<file path="src/include/dbsc_params.svh">
// Register offsets, field positions, reset values and codes for the DMA burst/size control block
`ifndef DBSC_PARAMS_SVH
`define DBSC_PARAMS_SVH
`define DBSC_CTRL_OFS 8'h00
`define DBSC_SETUP_OFS 8'h04
`define DBSC_CTRL_RST 32'h0000_0000
`define DBSC_PROT_HI 30
`define DBSC_PROT_LO 28
`define DBSC_DWID_HI 23
`define DBSC_DWID_LO 21
`define DBSC_SWID_HI 20
`define DBSC_SWID_LO 18
`define DBSC_DBSZ_HI 17
`define DBSC_DBSZ_LO 15
`define DBSC_SBSZ_HI 14
`define DBSC_SBSZ_LO 12
`define DBSC_CNT_HI 11
`define DBSC_CNT_LO 0
`define DBSC_CTRL_MASK 32'h70ff_ffff
`define DBSC_EN_BIT 0
`define DBSC_FLOW_HI 13
`define DBSC_FLOW_LO 11
`define DBSC_LOCK_BIT 16
`define DBSC_ACT_BIT 17
`define DBSC_HALT_BIT 18
`define DBSC_FLOW_CTRL_MAX 3'h3
`define DBSC_HBURST_SINGLE 3'h0
`define DBSC_FIFO_WIDTH 8
`define DBSC_FIFO_DEPTH 32
`endif

</file>
<file path="src/include/dbsc_pkg.sv">
// Types shared by the DMA burst/size control block
`default_nettype none
package dbsc_pkg;
  typedef enum logic [1:0] {SRC_IDLE, SRC_READ, SRC_PUSH} dbsc_src_e;
  typedef enum logic [1:0] {DST_IDLE, DST_GATHER, DST_WRITE} dbsc_dst_e;
  typedef struct packed {
    logic ack;
    logic [31:0] rdat;
    logic [31:0] ctrl;
    logic en;
    logic [2:0] flow;
    logic lock;
    logic halt;
    logic [1:0] req_s1;
    logic [1:0] req_s2;
    dbsc_src_e sst;
    logic [8:0] sbcnt;
    logic [13:0] srem;
    logic [31:0] sbuf;
    logic [1:0] sidx;
    dbsc_dst_e dst;
    logic [8:0] dbcnt;
    logic [31:0] dbuf;
    logic [1:0] didx;
  } dbsc_state_s;
endpackage
`default_nettype wire

</file>
<file path="src/hw/dbsc_channel.sv">
// DMA channel burst length, transfer count, width packing and protection control with its byte FIFO
`timescale 1ns/10ps
`default_nettype none
`include "dbsc_params.svh"

module dbsc_fifo #(
  parameter int WIDTH = 8,
  parameter int DEPTH = 32
) (
  input wire logic clk_i,
  input wire logic rst_i,
  input wire logic ce_i,
  input wire logic in_valid_i,
  output logic in_ready_o,
  input wire logic [WIDTH-1:0] in_data_i,
  output logic out_valid_o,
  input wire logic out_ready_i,
  output logic [WIDTH-1:0] out_data_o
);
  localparam int AW = $clog2(DEPTH);
  localparam logic [AW:0] FULL = (AW+1)'(DEPTH);
  typedef struct packed {
    logic [DEPTH-1:0][WIDTH-1:0] mem;
    logic [AW-1:0] wr;
    logic [AW-1:0] rd;
    logic [AW:0] cnt;
  } dbsc_fifo_s;
  dbsc_fifo_s q, n;
  logic push;
  logic pop;

  assign in_ready_o = q.cnt != FULL;
  assign out_valid_o = q.cnt != '0;
  assign out_data_o = q.mem[q.rd];
  assign push = in_valid_i & in_ready_o;
  assign pop = out_valid_o & out_ready_i;

  always_comb begin
    n = q;
    if (push) begin
      n.mem[q.wr] = in_data_i;
      n.wr = q.wr + 1'b1;
    end
    if (pop) begin
      n.rd = q.rd + 1'b1;
    end
    n.cnt = q.cnt + (AW+1)'(push) - (AW+1)'(pop);
  end

  always_ff @(posedge clk_i) begin
    if (rst_i) begin
      q <= '0;
    end else if (ce_i) begin
      q <= n;
    end
  end
endmodule

// Overview of operation
// - Each destination burst request moves the destination burst length worth of destination transfers, or fewer once the controller-flow count runs out.
// - Each source burst request moves the source burst length worth of source transfers, or fewer once the controller-flow count runs out.
// - The bus burst type driven on the bus never depends on the burst length fields.
// - Burst length codes 0 to 7 mean 1, 4, 8, 16, 32, 64, 128 and 256 transfers.
// - Writing the 12-bit count field sets the total transfers when the controller controls flow.
// - In controller flow the count falls by one per completed destination transfer and reads back what remains.
// - Width codes 0, 1, 2 mean byte, halfword and word; codes 3 to 7 are reserved.
// - Every transfer carries protection attributes from the protection field and the lock setting.
// - Protection bit 0 drives the privileged attribute bit 1.
// - Protection bit 1 drives the bufferable attribute bit 2.
// - Protection bit 2 drives the cacheable attribute bit 3.
// - Differing source and destination widths are packed and unpacked automatically.
module dbsc_channel (
  input wire logic clk_i,
  input wire logic rst_i,
  input wire logic ce_i,
  input wire logic wb_cyc_i,
  input wire logic wb_stb_i,
  input wire logic wb_we_i,
  input wire logic [7:0] wb_adr_i,
  input wire logic [3:0] wb_sel_i,
  input wire logic [31:0] wb_dat_i,
  output logic [31:0] wb_dat_o,
  output logic wb_ack_o,
  input wire logic src_breq_i,
  input wire logic dst_breq_i,
  output logic src_rd_o,
  input wire logic [31:0] src_rdata_i,
  input wire logic src_rvalid_i,
  output logic dst_wr_o,
  output logic [31:0] dst_wdata_o,
  input wire logic dst_ready_i,
  output logic [2:0] src_size_o,
  output logic [2:0] dst_size_o,
  output logic [3:0] hprot_o,
  output logic hlock_o,
  output logic [2:0] hburst_o
);
  import dbsc_pkg::*;

  function automatic logic [8:0] burst_len(input logic [2:0] code);
    burst_len = (code == 3'h0) ? 9'h001 : (9'h002 << code);
  endfunction

  function automatic logic [2:0] width_bytes(input logic [2:0] code);
    unique case (code)
      3'h0: width_bytes = 3'h1;
      3'h1: width_bytes = 3'h2;
      3'h2: width_bytes = 3'h4;
      default: width_bytes = 3'h0;
    endcase
  endfunction

  function automatic logic [31:0] sel_merge(input logic [31:0] old, input logic [31:0] nw, input logic [3:0] sel);
    for (int i = 0; i < 4; i++) begin
      if (sel[i]) begin
        old[i*8 +: 8] = nw[i*8 +: 8];
      end
    end
    sel_merge = old;
  endfunction

  dbsc_state_s q, n;
  logic bus_wr;
  logic wr_ctrl;
  logic wr_setup;
  logic ctl_flow;
  logic active;
  logic [2:0] sb;
  logic [2:0] db;
  logic [11:0] cnt;
  logic [31:0] setup_rd;
  logic [31:0] setup_wr;
  logic f_in_valid;
  logic f_in_ready;
  logic [7:0] f_in_data;
  logic f_out_valid;
  logic f_out_ready;
  logic [7:0] f_out_data;

  assign bus_wr = wb_cyc_i & wb_stb_i & wb_we_i & q.ack;
  assign wr_ctrl = bus_wr && (wb_adr_i == `DBSC_CTRL_OFS);
  assign wr_setup = bus_wr && (wb_adr_i == `DBSC_SETUP_OFS);
  assign ctl_flow = q.flow <= `DBSC_FLOW_CTRL_MAX;
  assign sb = width_bytes(q.ctrl[`DBSC_SWID_HI:`DBSC_SWID_LO]);
  assign db = width_bytes(q.ctrl[`DBSC_DWID_HI:`DBSC_DWID_LO]);
  assign cnt = q.ctrl[`DBSC_CNT_HI:`DBSC_CNT_LO];
  assign active = f_out_valid | (q.dst != DST_IDLE);
  assign setup_wr = sel_merge(setup_rd, wb_dat_i, wb_sel_i);

  always_comb begin
    setup_rd = '0;
    setup_rd[`DBSC_EN_BIT] = q.en;
    setup_rd[`DBSC_FLOW_HI:`DBSC_FLOW_LO] = q.flow;
    setup_rd[`DBSC_LOCK_BIT] = q.lock;
    setup_rd[`DBSC_ACT_BIT] = active;
    setup_rd[`DBSC_HALT_BIT] = q.halt;
  end

  // Each source beat is split into bytes so any width pair meets in one byte-wide queue
  assign f_in_valid = q.sst == SRC_PUSH;
  assign f_in_data = q.sbuf[{q.sidx, 3'b000} +: 8];
  assign f_out_ready = q.dst == DST_GATHER;

  dbsc_fifo #(
    .WIDTH(`DBSC_FIFO_WIDTH),
    .DEPTH(`DBSC_FIFO_DEPTH)
  ) u_fifo (
    .clk_i(clk_i),
    .rst_i(rst_i),
    .ce_i(ce_i),
    .in_valid_i(f_in_valid),
    .in_ready_o(f_in_ready),
    .in_data_i(f_in_data),
    .out_valid_o(f_out_valid),
    .out_ready_i(f_out_ready),
    .out_data_o(f_out_data)
  );

  always_comb begin
    n = q;
    n.req_s1 = {dst_breq_i, src_breq_i};
    n.req_s2 = q.req_s1;
    n.ack = wb_cyc_i & wb_stb_i & ~q.ack;
    if (wb_adr_i == `DBSC_CTRL_OFS) begin
      n.rdat = q.ctrl;
    end else if (wb_adr_i == `DBSC_SETUP_OFS) begin
      n.rdat = setup_rd;
    end else begin
      n.rdat = '0;
    end
    unique case (q.sst)
      SRC_IDLE: begin
        if (q.en && !q.halt && q.req_s2[0] && (!ctl_flow || q.srem != '0)) begin
          n.sbcnt = burst_len(q.ctrl[`DBSC_SBSZ_HI:`DBSC_SBSZ_LO]);
          n.sst = SRC_READ;
        end
      end
      SRC_READ: begin
        if (src_rvalid_i) begin
          n.sbuf = src_rdata_i;
          n.sidx = 2'h0;
          n.sst = SRC_PUSH;
        end
      end
      SRC_PUSH: begin
        if (f_in_ready) begin
          n.sidx = q.sidx + 2'h1;
          if ({1'b0, q.sidx} == sb - 3'h1) begin
            n.sbcnt = q.sbcnt - 9'h001;
            n.srem = (q.srem > 14'(sb)) ? q.srem - 14'(sb) : 14'h0000;
            if (q.sbcnt == 9'h001 || (ctl_flow && q.srem <= 14'(sb))) begin
              n.sst = SRC_IDLE;
            end else begin
              n.sst = SRC_READ;
            end
          end
        end
      end
      default: n.sst = SRC_IDLE;
    endcase
    unique case (q.dst)
      DST_IDLE: begin
        if (q.en && q.req_s2[1] && (!ctl_flow || cnt != '0)) begin
          n.dbcnt = burst_len(q.ctrl[`DBSC_DBSZ_HI:`DBSC_DBSZ_LO]);
          n.didx = 2'h0;
          n.dst = DST_GATHER;
        end
      end
      DST_GATHER: begin
        if (f_out_valid) begin
          n.dbuf[{q.didx, 3'b000} +: 8] = f_out_data;
          n.didx = q.didx + 2'h1;
          if ({1'b0, q.didx} == db - 3'h1) begin
            n.dst = DST_WRITE;
          end
        end
      end
      DST_WRITE: begin
        if (dst_ready_i) begin
          n.dbcnt = q.dbcnt - 9'h001;
          n.didx = 2'h0;
          n.dbuf = '0;
          if (ctl_flow) begin
            n.ctrl[`DBSC_CNT_HI:`DBSC_CNT_LO] = cnt - 12'h001;
          end
          if (ctl_flow && cnt == 12'h001) begin
            n.en = 1'b0;
            n.dst = DST_IDLE;
          end else if (q.dbcnt == 9'h001) begin
            n.dst = DST_IDLE;
          end else begin
            n.dst = DST_GATHER;
          end
        end
      end
      default: n.dst = DST_IDLE;
    endcase
    // Software writes land after the hardware updates so a write wins a same-cycle decrement
    if (wr_ctrl) begin
      n.ctrl = sel_merge(q.ctrl, wb_dat_i, wb_sel_i) & `DBSC_CTRL_MASK;
    end
    if (wr_setup) begin
      n.flow = setup_wr[`DBSC_FLOW_HI:`DBSC_FLOW_LO];
      n.lock = setup_wr[`DBSC_LOCK_BIT];
      n.halt = setup_wr[`DBSC_HALT_BIT];
      n.en = 1'b0;
      // Reserved width codes keep the channel from starting
      if (setup_wr[`DBSC_EN_BIT] && sb != 3'h0 && db != 3'h0) begin
        n.en = 1'b1;
        if (!q.en) begin
          n.srem = 14'({2'b00, cnt} * 14'(db));
        end
      end
    end
  end

  always_ff @(posedge clk_i) begin
    if (rst_i) begin
      q <= '0;
      q.ctrl <= `DBSC_CTRL_RST;
    end else if (ce_i) begin
      q <= n;
    end
  end

  assign wb_ack_o = q.ack;
  assign wb_dat_o = q.rdat;
  assign src_rd_o = q.sst == SRC_READ;
  assign dst_wr_o = q.dst == DST_WRITE;
  assign dst_wdata_o = q.dbuf;
  assign src_size_o = q.ctrl[`DBSC_SWID_HI:`DBSC_SWID_LO];
  assign dst_size_o = q.ctrl[`DBSC_DWID_HI:`DBSC_DWID_LO];
  // Data access always; the other three attribute bits follow the protection field
  assign hprot_o = {q.ctrl[`DBSC_PROT_HI:`DBSC_PROT_LO], 1'b1};
  assign hlock_o = q.lock;
  // Bus bursts stay single beats; peripheral burst length only paces requests
  assign hburst_o = `DBSC_HBURST_SINGLE;
endmodule
`default_nettype wire

</file>
<file path="config.mk">
export PLATFORM = sky130hd
export DESIGN_NAME = dbsc_channel
export DESIGN_NICKNAME = d
export VERILOG_FILES = /design/src/include/dbsc_pkg.sv /design/src/hw/dbsc_channel.sv
export VERILOG_INCLUDE_DIRS = /design/src /design/src/include
export SDC_FILE = /design/constraint.sdc
export NUM_CORES = 1
export LEC_CHECK = 0
export BUFFER_PORTS_ARGS = -buffer_cell sky130_fd_sc_hd__buf_2
export CAP_MARGIN = 20
export CORE_MARGIN = 3
export CORE_UTILIZATION = 55
export DETAILED_ROUTE_END_ITERATION = 12
export PLACE_DENSITY_LB_ADDON = 0.1
export SLEW_MARGIN = 10
export SYNTH_ARGS = -nofsm -noshare
export SYNTH_HDL_FRONTEND = slang
export SYNTH_HIERARCHICAL = 1
export SYNTH_SLANG_ARGS = --single-unit
</file>
<file path="constraint.sdc">
create_clock -name clk_i -period 3.6 [get_ports clk_i]
set_clock_uncertainty 0.05 [all_clocks]
set_input_delay 0.18 -clock clk_i [delete_from_list [all_inputs] [get_ports clk_i]]
set_output_delay 0.18 -clock clk_i [all_outputs]
set_load 0.01 [all_outputs]
</file>
==> results of run 1 <==
==> state kept, by name (all words and copies together), names as in the netlist, 2 cells and up <==
register     flops
u_fifo/q       272
src_size_o       3
n                2
dst_wdata_o     32
hprot_o          3
q               85
cnt             12
dst_size_o       3
wb_dat_o        27
==> layout make-up <==
class	count	area [um^2]	share of cell area
repair buffers	271	1860	0.0776
clock inverters	18	293	0.0122
inverters	61	234	0.00977
clock buffers	65	1300	0.0544
flip-flops and latches	441	8830	0.369
well taps	511	639	0.0267
multi-input cells	1666	10800	0.450
==> cells in the final DEF, fill, tap and decap left out, types with 12 or more instances in the layout <==
cell type / n
dfxtp_1: 438
nand3_1: 307
o21ai_0: 299
nand2_1: 187
buf_2: 151
a21oi_1: 137
nor2_1: 129
dlygate4sd3_1: 66
inv_1: 60
mux2i_1: 60
mux4_2: 51
buf_4: 50
clkbuf_16: 47
ha_1: 45
nand4_1: 43
a22oi_1: 38
nor3_1: 33
nor4_1: 19
nor2b_1: 17
xnor2_1: 15
a22o_1: 14
nor3b_1: 13
o21a_1: 13
o22ai_1: 13
fa_1: 13
or2_2: 12
clkbuf_1: 12
==> worst min path at each step <==
stage                         from          to  depth (start not counted)
floorplan           src_rdata_i[0]       q[47]                          2
global placement      wb_dat_i[28]  hprot_o[1]                          3
detailed placement    wb_dat_i[28]  hprot_o[1]                          3
CTS                    wb_sel_i[2]      q[108]                          4
global route           wb_sel_i[2]     hlock_o                          4
finish                 wb_sel_i[2]      q[108]                          4
==> synth_stat cells, drive strengths merged, types with 4 or more instances <==
cell,count
a2111oi,7
a211oi,11
a21o,8
a21oi,139
a22o,14
a22oi,38
a31oi,11
a32oi,6
and2,6
and3,7
and3b,4
buf,149
clkbuf,128
dfxtp,441
fa,13
ha,45
inv,61
mux2i,60
mux4,56
nand2,187
nand2b,11
nand3,307
nand3b,6
nand4,43
nor2,130
nor2b,17
nor3,36
nor3b,13
nor4,24
o211ai,9
o21a,13
o21ai,311
o221ai,10
o22ai,13
o31ai,7
or2,13
or3,11
or4,8
xnor2,15
xor2,8
==> power by group through the flow <==
stage          logic, mW  clock network (mW)  registers (mW)
3_5_place_dp       0.355                   0            5.01
6_report           0.413                5.01            4.90
5_1_grt            0.458                5.28            4.90
2_1_floorplan      0.244                   0            5.01
3_3_place_gp       0.346                   0            5.01
4_1_cts            0.410                5.11            4.90
==> metrics by stage <==
stage,area (um^2),worst slack [ns],hold WS (ns),cells,util
final,23900,0.206,0.0389,3033,0.633
after detailed placement,21700,0.212,0.370,2883,0.573
after global routing,23900,0.00410,0.0810,3033,0.633
after floorplan,21300,0.164,0.266,2445,-
after CTS,23900,0.211,0.0195,3032,0.632
after global placement,21700,0.280,0.360,2883,0.573
==> critical path, delay by kind of cell, from the launching register on <==
| family | cells | cell delay, ns |
|---|---|---|
| flip-flops | 1 | 0.42 |
| buffers and inverters | 1 | 0.08 |
| adder cells (fa/ha/maj) | 3 | 0.85 |
| AO/OA/AOI/OAI | 4 | 0.78 |
| AND/OR/NAND/NOR | 4 | 1.07 |
==> repair_timing <==
item,in CTS,in global routing
resized for setup,0,2
endpoints found under the setup margin,0,3
hold buffers,66,0
endpoints found under the hold margin,69,0
==> kinds of logic (layout without fill, tap and decap cells) <==
kind of cell	count (synthesis)	count (layout)	share of synthesized area
other	2	9	0.000353
muxes	118	118	0.0895
DFF	441	441	0.415
xor gates and xnor gates	23	23	0.00947
AOI/OAI and AO/OA	622	622	0.171
and+or+nand+nor	836	836	0.196
adders and majority gates	58	58	0.0387
buffers and inverters	338	415	0.0794
==> metal layers <==
metal  up-vias  track usage
met5         -            0
li1       8795            -
met3        96       0.0325
met1      8656        0.358
met2       454        0.434
met4         0       0.0923
==> summary.txt, run 1 <==
Power and ir drop
  • PnR Total Power: between 10 and 15 mW
  • Worst VDD drop: 435 uV
  • Lkg Pwr: 8.73 nW
  • Clock Power Share: 0.485
  • Sw Pwr: roughly 2.2 mW
  • Int Pwr: 8.09 mW
  • Sequential power share: 0.475
  • Combinational power share: 0.040
  • Switching share of power: 0.217
  • Power Density: 431 mW/mm^2

Global routing
  • Initial antenna violation count: 0
  • Largest net degree at the start of global routing: 131
  • Total grt overflow: 0
  • Total GRT Usage: 0.262
  • Wire length of the first global-routing pass: 89,000 um
  • Vias in the first global route: 16,900

Clock tree
  • Clock Path Buffers: 3
  • CTS tree: yes
  • TritonCTS Buffers: 46
  • H-tree levels: 2
  • Clk_lat worst skew: 0.58 ns
  • Post-CTS Setup Bufs: 0
  • Root Driver: clkbuf_16
  • Clock-pin slew on the worst setup and hold paths: 0.06 ns
  • Clk sinks: between 400 and 500

Die
  • I/O pin cnt: 167
  • # rows: between 70 and 80
  • Die Height: just over 200 um
  • Die area: 0.0411 mm^2
  • Chip width: 203 um
  • Initial Util: 0.562
  • Core footprint: 0.0378 mm^2

STA
  • Setup TNS: 0 ns
  • Max Slew Vio Count: 0
  • Crit path time final: 3.39 ns
  • Fmax: roughly 290 MHz
  • Worst-margin pin slew: 0.980 ns
  • Tcrit/Tclk final: 0.943
  • Hold Violations, Final: 0
  • Setup violations, final: 0
  • RSZ-0062 raised after global routing: false
  • Relative slew slack: 0.346

Setup path
  • RR Endpoint: q[87]
  • R2R cell count: 12
  • Kind of end point of the critical path: register
  • CP arrival: 3.77 ns
  • Most used cell, CP: fa_1
  • CP startpoint kind: register
  • Worst path cell trace: or3b_2 > nor2_1 > fa_1 > ha_1 > inv_1 > fa_1 > nor2b_1 > o31a_1 > o21a_1 > or3_1 > a41oi_1 > a31oi_1
  • Slowest-stage cell, CP: or3b_2
  • Setup CP Type: register to register
  • CP peak stage delay: 0.53 ns
  • CP startpoint: dst_size_o[1]
  • Worst reg2reg path startpoint: dst_size_o[1]
  • CP required: 3.98 ns
  • Setup crit end: q[87]
  • R2r setup slk: 0.21 ns
  • Worst-path maximum fanout: 7

Synthesis
  • Synth area leader: dfxtp_1
  • Share of the synthesized area in the top cell type: 0.415
  • Sequential share of the synthesized area: 0.415
  • Synth area leaders: dfxtp_1, nand3_1, o21ai_0
  • Post-Syn Area: 0.0213 mm^2
  • EDFF count, synth: 0
  • Ys flop type: dfxtp_1
  • Mean Syn Cell Area: 8.72 um^2
  • Yosys Warn Count: 6
  • Synth Register Bits: 441
  • Asr flop ratio synth: 0
  • Post-synth cell types: 82
  • Post-Syn Instances: 2,438

Layout
  • Area growth from synthesis to layout: 12.6%
  • N_diodes: 0
  • Layout cells sized above 1: 0.146
  • Final net count: 2,631
  • Layout fillers: 3,223

Detailed routing
  • WL final: 55,200 um
  • Initial DRC count: about 1,500
  • Uppermost layer routed: met4
  • DR vias/cell: 5.94
  • Routed WL per cell: 18.2 um
  • Met3 wire length: 2490 um
  • M1 WL: 24,900 um
  • Vias: approximately 18,000
  • Metal2 WL: about 26,000 um
  • DR DRC count: 0
  • DR pass1 iterations: 5
  • Remaining antenna violation count: 0

Run
  • Max cap viols: 0

Placed design
  • DPL Wire Length: around 36,000 um
  • GP Congestion: ~0.88
  • IO Port Bufs: 152

Run status
  • Status: finished clean

Worst hold path
  • Worst Hold Class: input port to register
No activity file was read; power rests on OpenSTA's default activity.
==> run 2, diff against run 1 <==
Settings changed: CORE_UTILIZATION 55 to 60.
Clock period 3.6 ns to 4 ns, I/O delays scaled along.
==> run 2 against run 1 <==
Effect of this change: hold slack worse by 0.00082 ns; via count increased by 0.37%; clock power shrank 13%; routed wire length decreased by 0.82%; cell count fell by 2.1%; combinational power decreased by 9.7%; clock-buffer cell count is 1 higher; fmax shrank 4.1%.
==> summary.txt, run 2 (synthesis results as in run 1) <==
Clock tree
  • TritonCTS Buffers: 46
  • H-tree levels: 2
  • Clock-pin slew on the worst setup and hold paths: 0.06 ns
  • Root Driver: clkbuf_16
  • CTS tree: yes
  • Clk_lat worst skew: between 0.5 and 0.6 ns
  • Clock Path Buffers: 3
  • Post-CTS Setup Bufs: 0
  • Clk sinks: around 440

Die
  • Die area: 0.0377 mm^2
  • I/O pin cnt: 167
  • Core footprint: ~0.035 mm^2
  • Die Height: roughly 200 um
  • # rows: 68
  • Chip width: 194 um
  • Initial Util: 0.613

Power and ir drop
  • Sw Pwr: 2.03 mW
  • Clock Power Share: 0.477
  • Lkg Pwr: ~8.7 nW
  • Power Density: approximately 390 mW/mm^2
  • Combinational power share: 0.041
  • Switching share of power: 0.222
  • Worst VDD drop: 388 uV
  • PnR Total Power: a little over 9 mW
  • Int Pwr: roughly 7.1 mW
  • Sequential power share: 0.482

Global routing
  • Met2 Track Usage GR: 0.457
  • Wire length of the first global-routing pass: 87,700 um
  • Initial antenna violation count: 1
  • Largest net degree at the start of global routing: 257
  • Total GRT Usage: 0.279
  • GR Util met1: 0.383
  • Vias in the first global route: 16,800
  • Total grt overflow: 0
  • Met3 Use GR: 0.0358
  • Grt peak-use layer: met2

STA
  • Hold Violations, Final: 0
  • Worst-margin pin slew: 1.22 ns
  • Crit path time final: 3.54 ns
  • Setup TNS: 0 ns
  • Fmax: roughly 280 MHz
  • Setup violations, final: 0
  • Max Slew Vio Count: 0
  • Setup WS post-layout: 0.461 ns
  • RSZ-0062 raised after global routing: false
  • Tcrit/Tclk final: 0.885
  • Relative slew slack: 0.187

Layout
  • Area growth from synthesis to layout: 11.8%
  • Most frequent cells in the layout: dfxtp_1, nand3_1, o21ai_0, nand2_1, buf_2
  • Design area: 0.0238 mm^2
  • Max reg flops: 272
  • Largest Register: u_fifo/q
  • Layout fillers: between 2,000 and 3,000
  • Fin util: 0.685
  • Final net count: 2,621
  • Commonest non-fill, non-tap cell in the layout: dfxtp_1
  • Layout cells sized above 1: 0.144

Run status
  • Status: finished clean

Detailed routing
  • DR DRC count: 0
  • Vias: between 15,000 and 20,000
  • Initial DRC count: 1,629
  • WL final: 54,700 um
  • Routed WL per cell: approximately 18 um
  • DR pass1 iterations: 5
  • DR vias/cell: 6.08
  • Remaining antenna violation count: 0

Setup path
  • Kind of end point of the critical path: register
  • CP required: 4.39 ns
  • R2r setup slk: 0.46 ns
  • CP arrival: 3.93 ns
  • Worst-path maximum fanout: 7
  • CP startpoint kind: register
  • Setup CP Type: register to register

Placed design
  • GP Congestion: 0.889
  • Pre-CTS WS: 0.521 ns
  • DP Area: 0.0215 mm^2
  • IO Port Bufs: 152
  • DPL Wire Length: 35,100 um

Run
  • Max cap viols: 0

Worst hold path
  • Worst Hold Class: input port to register
[run 2: cell count changes in the layout (fill, tap and decap cells not counted), sizes merged]
cell / delta
clkinv: +5
clkbuf: +1
buf: -10
diode: +1
bufinv: -4
[run 2: repair_timing]
item                      CTS  global route
hold buffers               66             0
gates resized for setup     0             0
hold endpoints to repair   70             0
[run 2: area by class of cell]
type                            instances  area (um^2)  area share
Antenna cell                            1         2.50    0.000105
Tap cell                              455          569      0.0239
Sequential cell                       441         8830       0.371
Inverter                               61          234     0.00984
Clock inverter                         19          201     0.00847
Multi-Input combinational cell       1666        10800       0.453
Clock buffer                           66         1370      0.0575
Timing Repair Buffer                  261         1800      0.0755
[run 2: power groups by stage]
stage / Combinational [mW] / Sequential (mW) / Clock (mW)
final: 0.373 / 4.41 / 4.37
after CTS: 0.365 / 4.41 / 4.45
after detailed placement: 0.316 / 4.51 / 0
after floorplan: 0.220 / 4.51 / 0
after global placement: 0.307 / 4.51 / 0
after global routing: 0.408 / 4.41 / 4.61
[run 2: through the flow]
step,cells,hold WS [ns]
final,2970,0.0381
after global routing,2970,0.0435
after CTS,2968,0.00802
after detailed placement,2817,0.392
after global placement,2817,0.378
after floorplan,2445,0.286
[run 2: final timing paths]
check	cells past startpoint	to	startpoint
worst max-delay path	13	q[87]	dst_size_o[0]
worst min-delay path	4	q[44]	dst_ready_i
worst max register to register	13	q[87]	dst_size_o[0]
worst min register to register	2	dst_wdata_o[25]	dst_wdata_o[25]
[run 2: per-layer routing]
layer | part of all wire | up-vias
met5 | 0 | -
met4 | 0.028 | 0
met3 | 0.053 | 89
met2 | 0.47 | 532
met1 | 0.44 | 8648
li1 | - | 8799
[run 2: critical path, cell delays in order, from the launching register on]
cell and delay [ns]:
dfxtp_1 0.44, nor3b_1 0.46, inv_1 0.18, nor2_1 0.17, fa_1 0.44, ha_1 0.24
inv_1 0.08, fa_1 0.18, nor2b_1 0.07, o31a_1 0.28, o21a_1 0.19, or3_1 0.30
a41oi_1 0.21, a31oi_1 0.10
